### config.mk
export PLATFORM = sky130hd
export DESIGN_NAME = isclk_top
export DESIGN_NICKNAME = d
export VERILOG_FILES = /design/src/verilog/isclk_pkg.sv /design/src/verilog/isclk_hw_if.sv /design/src/verilog/isclk_receive_phase_loop.sv /design/src/verilog/isclk_hwmon.sv /design/src/verilog/isclk_top.sv
export SDC_FILE = /design/constraint.sdc
export NUM_CORES = 1
export LEC_CHECK = 0
export ABC_AREA = 0
export BUFFER_PORTS_ARGS = -buffer_cell sky130_fd_sc_hd__buf_2
export CORE_MARGIN = 2
export CORE_UTILIZATION = 49
export CTS_CLUSTER_SIZE = 20
export DETAILED_ROUTE_END_ITERATION = 6
export PLACE_DENSITY_LB_ADDON = 0.15
export SLEW_MARGIN = 20
export SYNTH_ARGS = -nofsm -noshare
export SYNTH_HDL_FRONTEND = slang
export SYNTH_SLANG_ARGS = --single-unit
### constraint.sdc
create_clock -name clk_in -period 4.5 [get_ports clk_in]
set_input_delay 0.9 -clock clk_in [delete_from_list [all_inputs] [get_ports clk_in]]
set_output_delay 0.9 -clock clk_in [all_outputs]
set_load 0.03 [all_outputs]
### src/verilog/isclk_pkg.sv
// Purpose: Shared constants and types of the highway clock generator.
// Assumes: System clock of 10 MHz; oscillator modelled as a phase accumulator.
// Notes: All counts except RST_FRAMES, MIN_PHASE_NS and the channel shifts derive from the frequencies below.
package isclk_pkg;
    localparam int CLK_KHZ = 10000;
    localparam int OSC_KHZ = 7680;
    localparam int DCL_KHZ = 1536;
    localparam int FSC_KHZ = 8;
    localparam int DCL_MIN_KHZ = 512;
    localparam int DCL_DIV = OSC_KHZ / DCL_KHZ;
    localparam int DCL_HIGH = (DCL_DIV + 1) / 2;
    localparam int FRAME_DCL = DCL_KHZ / FSC_KHZ;
    localparam int FSC_HIGH = FRAME_DCL / 2;
    localparam int PRESENT_CYC = 2 * (CLK_KHZ / DCL_MIN_KHZ);
    localparam int MIN_PHASE_NS = 130;
    localparam int CLK_PERIOD_NS = 1000000 / CLK_KHZ;
    localparam int MIN_PHASE_CYC = (MIN_PHASE_NS + CLK_PERIOD_NS - 1) / CLK_PERIOD_NS;
    localparam int RST_FRAMES = 4;
    localparam int CH_SHIFT_DOUBLE = 6;
    localparam int CH_SHIFT_SINGLE = 5;
    localparam logic [2:0] MODE_RST = 3'h0;

    typedef enum logic [2:0] {
        MODE_TE,
        MODE_LTT,
        MODE_LTS,
        MODE_NT,
        MODE_INTNT
    } isclk_mode_t;
endpackage

### src/verilog/isclk_hw_if.sv
// Purpose: Carries one set of highway clocks between the clock modules.
// Assumes: All members are levels or pulses in the clk_in domain.
// Notes: The source drives, the top module reads.
`timescale 1ns/10ps
interface isclk_hw_if;
    logic highway_data_clock;
    logic dcl_rise;
    logic highway_bit_clock;
    logic frame_sync_clock;
    logic fsc_rise;
    logic present;
    modport src (output highway_data_clock, dcl_rise, highway_bit_clock, frame_sync_clock, fsc_rise, present);
    modport dst (input highway_data_clock, dcl_rise, highway_bit_clock, frame_sync_clock, fsc_rise, present);
endinterface

### src/verilog/isclk_receive_phase_loop.sv
// Purpose: Oscillator model and receive phase loop making line-locked clocks.
// Assumes: rx_ref_in is an asynchronous pin; frame_synced_in is on clk_in.
// Notes: One oscillator tick equals CLK_KHZ units of the accumulator.
`timescale 1ns/10ps
module isclk_receive_phase_loop (
    input wire logic clk_in,
    input wire logic srst_in,
    input wire logic rx_ref_in,
    input wire logic frame_synced_in,
    output logic osc_level_out,
    isclk_hw_if.src loc
);
    localparam logic [14:0] STEP = 15'(isclk_pkg::OSC_KHZ);
    localparam logic [14:0] MODV = 15'(isclk_pkg::CLK_KHZ);
    localparam logic [14:0] HALF = 15'(isclk_pkg::CLK_KHZ / 2);
    localparam logic [2:0] LAST = 3'(isclk_pkg::DCL_DIV - 1);
    localparam logic [7:0] FLAST = 8'(isclk_pkg::FRAME_DCL - 1);
    logic [14:0] acc;
    logic [14:0] sum;
    logic osc_tick;
    logic [2:0] ph;
    logic [2:0] ph_last;
    logic [7:0] frame;
    logic [2:0] ref_sync;
    logic ref_fall;
    logic synced_d;
    logic highway_bit_clock;
    logic wrap;
    logic fsc_rise;

    assign sum = acc + STEP;
    assign osc_tick = sum >= MODV;
    assign ref_fall = ref_sync[2:1] == 2'h2;
    assign wrap = osc_tick && ph >= ph_last;
    always_ff @(posedge clk_in) begin
        if (srst_in) begin
            ref_sync <= 3'h0;
            synced_d <= 1'h0;
        end else begin
            ref_sync <= {ref_sync[1:0], rx_ref_in};
            synced_d <= frame_synced_in;
        end
    end
    always_ff @(posedge clk_in) begin
        if (srst_in) begin
            acc <= 15'h0;
        end else if (ref_fall && (ph == 3'h1) && sum < MODV && sum >= HALF) begin
            acc <= sum - HALF;
        end else if (ref_fall && (ph == LAST) && sum < HALF) begin
            acc <= sum + HALF;
        end else begin
            acc <= osc_tick ? sum - MODV : sum;
        end
    end
    always_ff @(posedge clk_in) begin
        if (srst_in) begin
            ph <= 3'h0;
            ph_last <= LAST;
        end else if (ref_fall && !frame_synced_in && ph > 3'h1 && ph < LAST) begin
            ph <= 3'h0;
            ph_last <= LAST;
        end else begin
            if (wrap) begin
                ph <= 3'h0;
                ph_last <= LAST;
            end else if (osc_tick) begin
                ph <= ph + 3'h1;
            end
            if (ref_fall && ph == 3'h2) begin
                ph_last <= LAST + 3'h1;
            end else if (ref_fall && ph == 3'h3) begin
                ph_last <= LAST - 3'h1;
            end
        end
    end
    always_ff @(posedge clk_in) begin
        if (srst_in) begin
            frame <= 8'h0;
            highway_bit_clock <= 1'h0;
            fsc_rise <= 1'h0;
        end else begin
            fsc_rise <= wrap && frame == FLAST;
            if (frame_synced_in && !synced_d) begin
                frame <= 8'h0;
            end else if (wrap) begin
                frame <= frame == FLAST ? 8'h0 : frame + 8'h1;
            end
            if (wrap) begin
                highway_bit_clock <= !highway_bit_clock;
            end
        end
    end
    assign loc.highway_data_clock = ph < 3'(isclk_pkg::DCL_HIGH);
    assign loc.dcl_rise = wrap;
    assign loc.highway_bit_clock = highway_bit_clock;
    assign loc.frame_sync_clock = frame < 8'(isclk_pkg::FSC_HIGH);
    assign loc.fsc_rise = fsc_rise;
    assign loc.present = 1'h1;
    assign osc_level_out = acc < HALF;

    property p_jitter_bound;
        @(posedge clk_in) disable iff (srst_in)
        ph_last >= LAST - 3'h1 && ph_last <= LAST + 3'h1;
    endproperty
    a_jitter_bound: assert property (p_jitter_bound) else $error("cycle correction too large");
    property p_realign;
        @(posedge clk_in) disable iff (srst_in)
        (frame_synced_in && !synced_d) |=> frame == 8'h0;
    endproperty
    a_realign: assert property (p_realign) else $error("frame not realigned");
endmodule

### src/verilog/isclk_hwmon.sv
// Purpose: Samples highway clocks driven by the other party.
// Assumes: Pins are asynchronous to clk_in.
// Notes: The bit clock is the data clock divided by two.
`timescale 1ns/10ps
module isclk_hwmon (
    input wire logic clk_in,
    input wire logic srst_in,
    input wire logic dcl_pin_in,
    input wire logic fsc_pin_in,
    isclk_hw_if.src ext
);
    localparam logic [6:0] TMO = 7'(isclk_pkg::PRESENT_CYC);
    logic [2:0] dcl_s;
    logic [2:0] fsc_s;
    logic highway_bit_clock;
    logic [6:0] idle;
    logic rise;

    assign rise = dcl_s[2:1] == 2'h1;
    always_ff @(posedge clk_in) begin
        if (srst_in) begin
            dcl_s <= 3'h0;
            fsc_s <= 3'h0;
            idle <= TMO;
        end else begin
            dcl_s <= {dcl_s[1:0], dcl_pin_in};
            fsc_s <= {fsc_s[1:0], fsc_pin_in};
            idle <= rise ? 7'h0 : (idle < TMO ? idle + 7'h1 : idle);
        end
    end
    always_ff @(posedge clk_in) begin
        if (srst_in) begin
            highway_bit_clock <= 1'h0;
        end else if (rise) begin
            highway_bit_clock <= (fsc_s[2:1] == 2'h1) ? 1'h1 : !highway_bit_clock;
        end
    end
    assign ext.highway_data_clock = dcl_s[2];
    assign ext.dcl_rise = rise;
    assign ext.highway_bit_clock = highway_bit_clock;
    assign ext.frame_sync_clock = fsc_s[2];
    assign ext.fsc_rise = fsc_s[2:1] == 2'h1;
    assign ext.present = idle < TMO;

    property p_bcl_on_edge;
        @(posedge clk_in) disable iff (srst_in)
        $changed(highway_bit_clock) |-> $past(rise);
    endproperty
    a_bcl_on_edge: assert property (p_bcl_on_edge) else $error("bit clock moved off edge");
endmodule

### src/verilog/isclk_top.sv
// Purpose: Highway clock generation, mode selection and layer-1 control routing.
// Assumes: Control bits come from same-clock logic; pins are synchronised here.
// Notes: Two-way clock pins appear as output, output enable and input.
`timescale 1ns/10ps
module isclk_top #(
    parameter int RST_FRAMES = isclk_pkg::RST_FRAMES
) (
    input wire logic clk_in,
    input wire logic srst_in,
    input wire logic mode_select_0_in,
    input wire logic mode_select_1_in,
    input wire logic mode_override_in,
    input wire logic [2:0] transceiver_mode_field_in,
    input wire logic transceiver_disable_in,
    input wire logic data_clock_rate_select_in,
    input wire logic aux_clock_function_select_in,
    input wire logic aux_clock_source_select_in,
    input wire logic layer1_software_control_in,
    input wire logic [3:0] layer1_command_reg_in,
    input wire logic [3:0] sm_command_in,
    input wire logic [3:0] l1_indication_in,
    input wire logic clock_stop_in_powerdown_in,
    input wire logic powerdown_in,
    input wire logic rx_ref_in,
    input wire logic frame_synced_in,
    input wire logic frame_sync_clock_in,
    input wire logic highway_data_clock_in,
    input wire logic cmd_reset_req_in,
    input wire logic external_awake_pin_in,
    input wire logic watchdog_req_in,
    output logic frame_sync_clock_out,
    output logic frame_sync_clock_oe_out,
    output logic highway_data_clock_out,
    output logic highway_data_clock_oe_out,
    output logic highway_bit_clock_out,
    output logic aux_divided_clock_pin_out,
    output logic aux_divided_clock_pin_oe_out,
    output logic buffered_osc_output_out,
    output logic data_line_hold_high_out,
    output logic [3:0] channel_count_out,
    output isclk_pkg::isclk_mode_t mode_out,
    output logic lts_machine_select_out,
    output logic sm_enable_out,
    output logic [3:0] layer1_cmd_out,
    output logic [3:0] layer1_status_reg_out,
    output logic reset_pulse_out
);
    isclk_hw_if loc ();
    isclk_hw_if ext ();
    logic osc_level;
    logic [1:0] ms0_s;
    logic [1:0] ms1_s;
    logic [2:0] eaw_s;
    isclk_pkg::isclk_mode_t strap_mode;
    isclk_pkg::isclk_mode_t next_mode;
    logic local_drive;
    logic stop;
    logic sel_fsc;
    logic sel_fsc_rise;
    logic sel_dcl_rise;
    logic sel_bcl;
    logic hw_present;
    logic reset_req;
    logic [9:0] dcl_count;
    logic [3:0] rst_left;

    // Decodes a three-bit mode word into an operating mode.
    function automatic isclk_pkg::isclk_mode_t decode_mode(input logic [2:0] f);
        isclk_pkg::isclk_mode_t m;
        if (f[2] && f[1]) begin
            m = isclk_pkg::MODE_INTNT;
        end else if (f[1] && !f[0]) begin
            m = isclk_pkg::MODE_NT;
        end else if (!f[0]) begin
            m = isclk_pkg::MODE_TE;
        end else if (!f[1]) begin
            m = isclk_pkg::MODE_LTT;
        end else begin
            m = isclk_pkg::MODE_LTS;
        end
        return m;
    endfunction

    isclk_receive_phase_loop u_receive_phase_loop (
        .clk_in(clk_in),
        .srst_in(srst_in),
        .rx_ref_in(rx_ref_in),
        .frame_synced_in(frame_synced_in),
        .osc_level_out(osc_level),
        .loc(loc)
    );

    isclk_hwmon u_hwmon (
        .clk_in(clk_in),
        .srst_in(srst_in),
        .dcl_pin_in(highway_data_clock_in),
        .fsc_pin_in(frame_sync_clock_in),
        .ext(ext)
    );

    // Strap synchronisers keep running in reset, so the strap is valid before release.
    always_ff @(posedge clk_in) begin
        ms0_s <= {ms0_s[0], mode_select_0_in};
        ms1_s <= {ms1_s[0], mode_select_1_in};
    end

    always_ff @(posedge clk_in) begin
        if (srst_in) begin
            eaw_s <= 3'h0;
        end else begin
            eaw_s <= {eaw_s[1:0], external_awake_pin_in};
        end
    end

    always_ff @(posedge clk_in) begin
        if (srst_in) begin
            strap_mode <= decode_mode({1'h0, ms1_s[1] & ms0_s[1], ms0_s[1]});
        end
    end

    always_comb begin
        if (mode_override_in) begin
            next_mode = decode_mode(transceiver_mode_field_in);
        end else begin
            next_mode = strap_mode;
        end
    end

    always_ff @(posedge clk_in) begin
        if (srst_in) begin
            mode_out <= isclk_pkg::isclk_mode_t'(isclk_pkg::MODE_RST);
            lts_machine_select_out <= 1'h0;
        end else begin
            mode_out <= next_mode;
            lts_machine_select_out <= (next_mode == isclk_pkg::MODE_INTNT)
                && mode_override_in && transceiver_mode_field_in[0];
        end
    end

    assign local_drive = (mode_out == isclk_pkg::MODE_TE) && !transceiver_disable_in;
    assign stop = powerdown_in && clock_stop_in_powerdown_in;
    assign sel_fsc = local_drive ? loc.frame_sync_clock : ext.frame_sync_clock;
    assign sel_fsc_rise = local_drive ? loc.fsc_rise : ext.fsc_rise;
    assign sel_dcl_rise = local_drive ? loc.dcl_rise : ext.dcl_rise;
    assign hw_present = local_drive ? !stop : ext.present;

    always_comb begin
        if (local_drive) begin
            sel_bcl = loc.highway_bit_clock;
        end else if (mode_out == isclk_pkg::MODE_LTT) begin
            sel_bcl = loc.highway_data_clock;
        end else if (mode_out == isclk_pkg::MODE_TE && data_clock_rate_select_in) begin
            sel_bcl = ext.highway_data_clock;
        end else begin
            sel_bcl = ext.highway_bit_clock;
        end
    end

    always_ff @(posedge clk_in) begin
        if (srst_in) begin
            frame_sync_clock_out <= 1'h0;
            frame_sync_clock_oe_out <= 1'h0;
            highway_data_clock_out <= 1'h0;
            highway_data_clock_oe_out <= 1'h0;
            highway_bit_clock_out <= 1'h0;
            data_line_hold_high_out <= 1'h0;
        end else begin
            frame_sync_clock_out <= local_drive && !stop && loc.frame_sync_clock;
            frame_sync_clock_oe_out <= local_drive;
            highway_data_clock_out <= local_drive && !stop && loc.highway_data_clock;
            highway_data_clock_oe_out <= local_drive;
            highway_bit_clock_out <= !stop && sel_bcl;
            data_line_hold_high_out <= stop;
        end
    end

    always_ff @(posedge clk_in) begin
        if (srst_in) begin
            aux_divided_clock_pin_out <= 1'h0;
            aux_divided_clock_pin_oe_out <= 1'h0;
        end else begin
            aux_divided_clock_pin_oe_out <= aux_clock_function_select_in;
            aux_divided_clock_pin_out <= aux_clock_function_select_in && hw_present
                && (aux_clock_source_select_in ? sel_bcl : sel_fsc);
        end
    end

    always_ff @(posedge clk_in) begin
        if (srst_in) begin
            buffered_osc_output_out <= 1'h0;
        end else begin
            buffered_osc_output_out <= !powerdown_in && osc_level;
        end
    end

    always_ff @(posedge clk_in) begin
        if (srst_in) begin
            dcl_count <= 10'h0;
            channel_count_out <= 4'h0;
        end else if (sel_fsc_rise) begin
            dcl_count <= 10'(sel_dcl_rise);
            if (!local_drive && data_clock_rate_select_in) begin
                channel_count_out <= 4'(dcl_count >> isclk_pkg::CH_SHIFT_SINGLE);
            end else begin
                channel_count_out <= 4'(dcl_count >> isclk_pkg::CH_SHIFT_DOUBLE);
            end
        end else if (sel_dcl_rise && dcl_count != 10'h3ff) begin
            dcl_count <= dcl_count + 10'h1;
        end
    end

    assign reset_req = cmd_reset_req_in || watchdog_req_in || (eaw_s[2:1] == 2'h1);
    always_ff @(posedge clk_in) begin
        if (srst_in) begin
            rst_left <= 4'h0;
            reset_pulse_out <= 1'h0;
        end else begin
            if (reset_req) begin
                rst_left <= 4'(RST_FRAMES);
            end else if (sel_fsc_rise && rst_left != 4'h0) begin
                rst_left <= rst_left - 4'h1;
            end
            reset_pulse_out <= reset_req || rst_left != 4'h0;
        end
    end

    always_ff @(posedge clk_in) begin
        if (srst_in) begin
            sm_enable_out <= 1'h1;
            layer1_cmd_out <= 4'h0;
            layer1_status_reg_out <= 4'h0;
        end else begin
            sm_enable_out <= !layer1_software_control_in;
            layer1_cmd_out <= layer1_software_control_in ? layer1_command_reg_in
                : sm_command_in;
            layer1_status_reg_out <= l1_indication_in;
        end
    end

    property p_aux_off;
        @(posedge clk_in) disable iff (srst_in)
        !aux_clock_function_select_in |=> !aux_divided_clock_pin_out && !aux_divided_clock_pin_oe_out;
    endproperty
    a_aux_off: assert property (p_aux_off) else $error("aux pin active while disabled");
    property p_aux_present;
        @(posedge clk_in) disable iff (srst_in)
        aux_divided_clock_pin_out |-> $past(hw_present) && $past(aux_clock_function_select_in);
    endproperty
    a_aux_present: assert property (p_aux_present) else $error("aux clock without highway clocks");
    property p_osc_pd;
        @(posedge clk_in) disable iff (srst_in)
        powerdown_in |=> !buffered_osc_output_out;
    endproperty
    a_osc_pd: assert property (p_osc_pd) else $error("oscillator copy not low");
    property p_clock_stop;
        @(posedge clk_in) disable iff (srst_in)
        stop |=> data_line_hold_high_out && !highway_bit_clock_out && !highway_data_clock_out;
    endproperty
    a_clock_stop: assert property (p_clock_stop) else $error("clocks not stopped");
    property p_reset_width;
        @(posedge clk_in) disable iff (srst_in)
        reset_req |=> reset_pulse_out [*2];
    endproperty
    a_reset_width: assert property (p_reset_width) else $error("reset pulse too short");
    property p_intnt;
        @(posedge clk_in) disable iff (srst_in)
        (mode_override_in && transceiver_mode_field_in == 3'h6) |=>
            mode_out == isclk_pkg::MODE_INTNT && !lts_machine_select_out;
    endproperty
    a_intnt: assert property (p_intnt) else $error("intelligent NT mode wrong");
    property p_sw_cmd;
        @(posedge clk_in) disable iff (srst_in)
        layer1_software_control_in |=> layer1_cmd_out == $past(layer1_command_reg_in) && !sm_enable_out;
    endproperty
    a_sw_cmd: assert property (p_sw_cmd) else $error("software command not routed");
    property p_drive_te;
        @(posedge clk_in) disable iff (srst_in)
        frame_sync_clock_oe_out |-> $past(mode_out) == isclk_pkg::MODE_TE && !$past(transceiver_disable_in);
    endproperty
    a_drive_te: assert property (p_drive_te) else $error("frame sync driven outside TE");
endmodule

==> flow_summary.toml <==
[place]
port-buffer-count = 60
dp_hpwl_um = 7380
gp_congestion = 0.8434
post-place-ws_ps = 1278

[worst_setup_path]
critical_path_arrival_ps = 3550
cpMostUsedCell = "nor2_1"
cp_cell_sequence = "inv_1 > ha_1 > nand2_1 > or4b_4 > a211oi_4 > a221oi_2 > nor2_1 > nand4_1 > nand2b_1 > nor2_1"
r2r_slack_ps = 1210
r2r-end = "u_receive_phase_loop.frame[3]"
cp_slowest_cell = "nor2_1"
worstSetupEndpointType = "flip-flop"
critPathLaunch = "u_receive_phase_loop.acc[9]"
cpPeakStageDelay_ps = 650
r2r_cells = 10
criticalPathCategory = "flip-flop to flip-flop"
critical_path_required_ps = 4760
crit_path_max_fanout = 11
timing.rr.start = "u_receive_phase_loop.acc[9]"
critPathLaunchType = "flip-flop"

[synth]
synth.largest_area_cell = "dfxtp_1"
synth.most_common_cell = "dfxtp_1"
ys_types = 63
synthTopCellsByArea = "dfxtp_1 39%, ha_1 6.8%, nor2_1 4.9%, xnor2_1 4.4%, nor2b_1 3.8%"
ys_seq_area_frac = 0.4021
synth_top_area_share = 0.3895
synth_common_cells = "93 x dfxtp_1, 63 x nor2_1, 46 x nand2_1, 29 x nor2b_1, 28 x a21oi_1"
syn_area_um2 = 4780
ys_ff_latch = 95
syn_avg_cell_area_um2 = 8.738
synth_top_flop_cell = "dfxtp_1"
syn_nets = 607
synth_edf_count = 2
async_reset_ff_frac = 0
ys_warn_count = 0
syn_inst = 547

[route]
final_antenna_net_count = 0
drt_iter0_markers = 169
post_drt_via_cell_ratio = 5.399
vias = 3952
drtPass1Iterations = 6
drc = 0
routed_wl_um = 10340
wire_per_inst_um = 14.12

[clock_network]
cts.clk_slew.worst_paths_ps = 100
cts-resized-gates = 0
cts_root_buf = "clkbuf_8"
post-cts-setup-buffers = 0
cts_tree = "done"
ctsHtreeMaxLevel = 3
clk_latency_ps = 370
cts_sinks = 95
numCtsBuffers = 9
cts.path.max_buffers = 2
holdBufCountCts = 0

[global_route]
antenna_found_initial = 0
grtUsageTotal = 0.2043
grt.busiest_layer = "met2"
grt_max_degree = 38
grt_pass1_wl_um = 17080
grt_pass1_vias = 3645
grtUsageMet3 = 0.03322
overflow = 0
grt.met1_usage = 0.2740
grt_util_met2 = 0.3353

[sta]
clock.fmax_mhz = 303.8
fin_crit_sh = 0.7314
fin_crit_ps = 3291
postLayoutSetupSlackWorst_ps = 1209
holdWs_ps = 338.6
relSlewSlack = 0.3258
tightest_slew_ps = 1002
drv_slew = 0
setup_viol = 0
skew_ps = 13.67
rsz0062_at_grt = "false"
hold_viol = 0
finalSetupTns_ps = 0

[layout]
diodes = 0
drive_gt1_frac = 0.1603
multi_input_area_um2 = 2624
n_fill_cell = 931
seqCellArea_um2 = 1922
area_growth_pct = 11.20
final_net_count = 654

[floorplan]
die-area_um2 = 10560
die-width_um = 102.8
die_h_um = 102.8
io_pins = 61
core-area_um2 = 9639
start_util = 0.4958
fp-row-count = 36

[hold_path]
hold_path.class = "flip-flop to flip-flop"
min_to = "ms1_s[1]"
holdCritStartpoint = "ms1_s[0]"
holdPathStages = 0

[power]
p_leak_nw = 2.144
powerDensity_nw_per_um2 = 538.9
peakVddDrop_v = 0.0002672

[outcome]
outcome = "completed"

[run]
maxCapViolCount = 0
[power by group]
group          leakage (nW)  switching (mW)  internal [mW]
registers             0.784           0.123          0.932
logic                  1.27           0.753          0.511
clock network        0.0949           0.331          0.214
[per-layer routing]
layer	share of wire	wire [um]	up-vias
met3	0.045	470	13
li1	-	-	1987
met2	0.47	4816	110
met5	0	0	-
met1	0.47	4894	1842
met4	0.015	155	0
[worst max-delay path, delay by kind of cell (launching register included)]
kind,cells,cell delay [ps]
adders and majority gates,1,350
and+or+nand+nor,6,1840
DFF,1,390
AOI/OAI and AO/OA,2,420
buffers and inverters,1,160
[worst max-delay path by stage]
stage,endpoint,slack (ps),depth (start not counted)
3_3_place_gp,u_receive_phase_loop.frame[0],1370,10
4_1_cts,u_receive_phase_loop.frame[3],1250,10
3_5_place_dp,u_receive_phase_loop.frame[3],1280,10
5_1_grt,u_receive_phase_loop.frame[3],930,10
2_1_floorplan,u_receive_phase_loop.acc[10],1820,12
6_report,u_receive_phase_loop.frame[3],1210,10
[per-stage QoR]
step	cells	cell area, um2	power (mW)	util
after global routing	732	5315	3.081	0.5514
after CTS	732	5315	2.854	0.5514
after global placement	716	5125	2.273	0.5317
final	732	5315	2.864	0.5514
after detailed placement	716	5125	2.299	0.5317
after floorplan	547	4780	2.078	-
[layout make-up]
type,instances,area share
inverter,24,0.01695
tap,133,0.03131
sequential,95,0.3616
timing repair buffer,63,0.06073
multi-input combinational,401,0.4936
clock inverter,7,0.01248
clock buffer,9,0.02331
[flip-flops by register name, summed over array words and instances, names as in the netlist, 3 cells and up]
signal                         cells
eaw_s                              3
rst_left                           4
u_receive_phase_loop.acc          12
dcl_count                         10
u_receive_phase_loop.ph            3
channel_count_out                  4
mode_out                           3
u_receive_phase_loop.ph_last       3
u_hwmon.dcl_s                      3
u_receive_phase_loop.frame         8
layer1_status_reg_out              4
u_hwmon.idle                       7
u_receive_phase_loop.ref_sync      3
u_hwmon.fsc_s                      3
layer1_cmd_out                     4
[cell usage in the layout (no fill, tap or decap), types with 6 or more instances in the layout]
cell type / count
a21oi_1: 28
dfxtp_1: 93
inv_1: 24
a211oi_1: 11
o21ai_0: 18
nand2_1: 46
a311oi_1: 6
and2_1: 7
mux2i_1: 8
nor2_1: 63
xor2_1: 11
clkbuf_8: 9
nor3_1: 18
nand3_1: 15
o22ai_1: 6
buf_2: 60
nand2b_1: 11
nor2b_1: 29
xnor2_1: 24
ha_1: 26
[cell families (layout without fill, tap and decap cells)]
group                    after synthesis  after routing  synth area share
multiplexers                           8              8           0.01675
adder cells (fa/ha/maj)               26             26           0.06806
buffers and inverters                 51            103           0.04895
XOR/XNOR                              35             35           0.06414
flip-flops                            95             95            0.4021
AND/OR/NAND/NOR                      225            225            0.2461
AO/OA/AOI/OAI                        107            107            0.1539
Note: power is estimated with default switching activity, not from simulation.
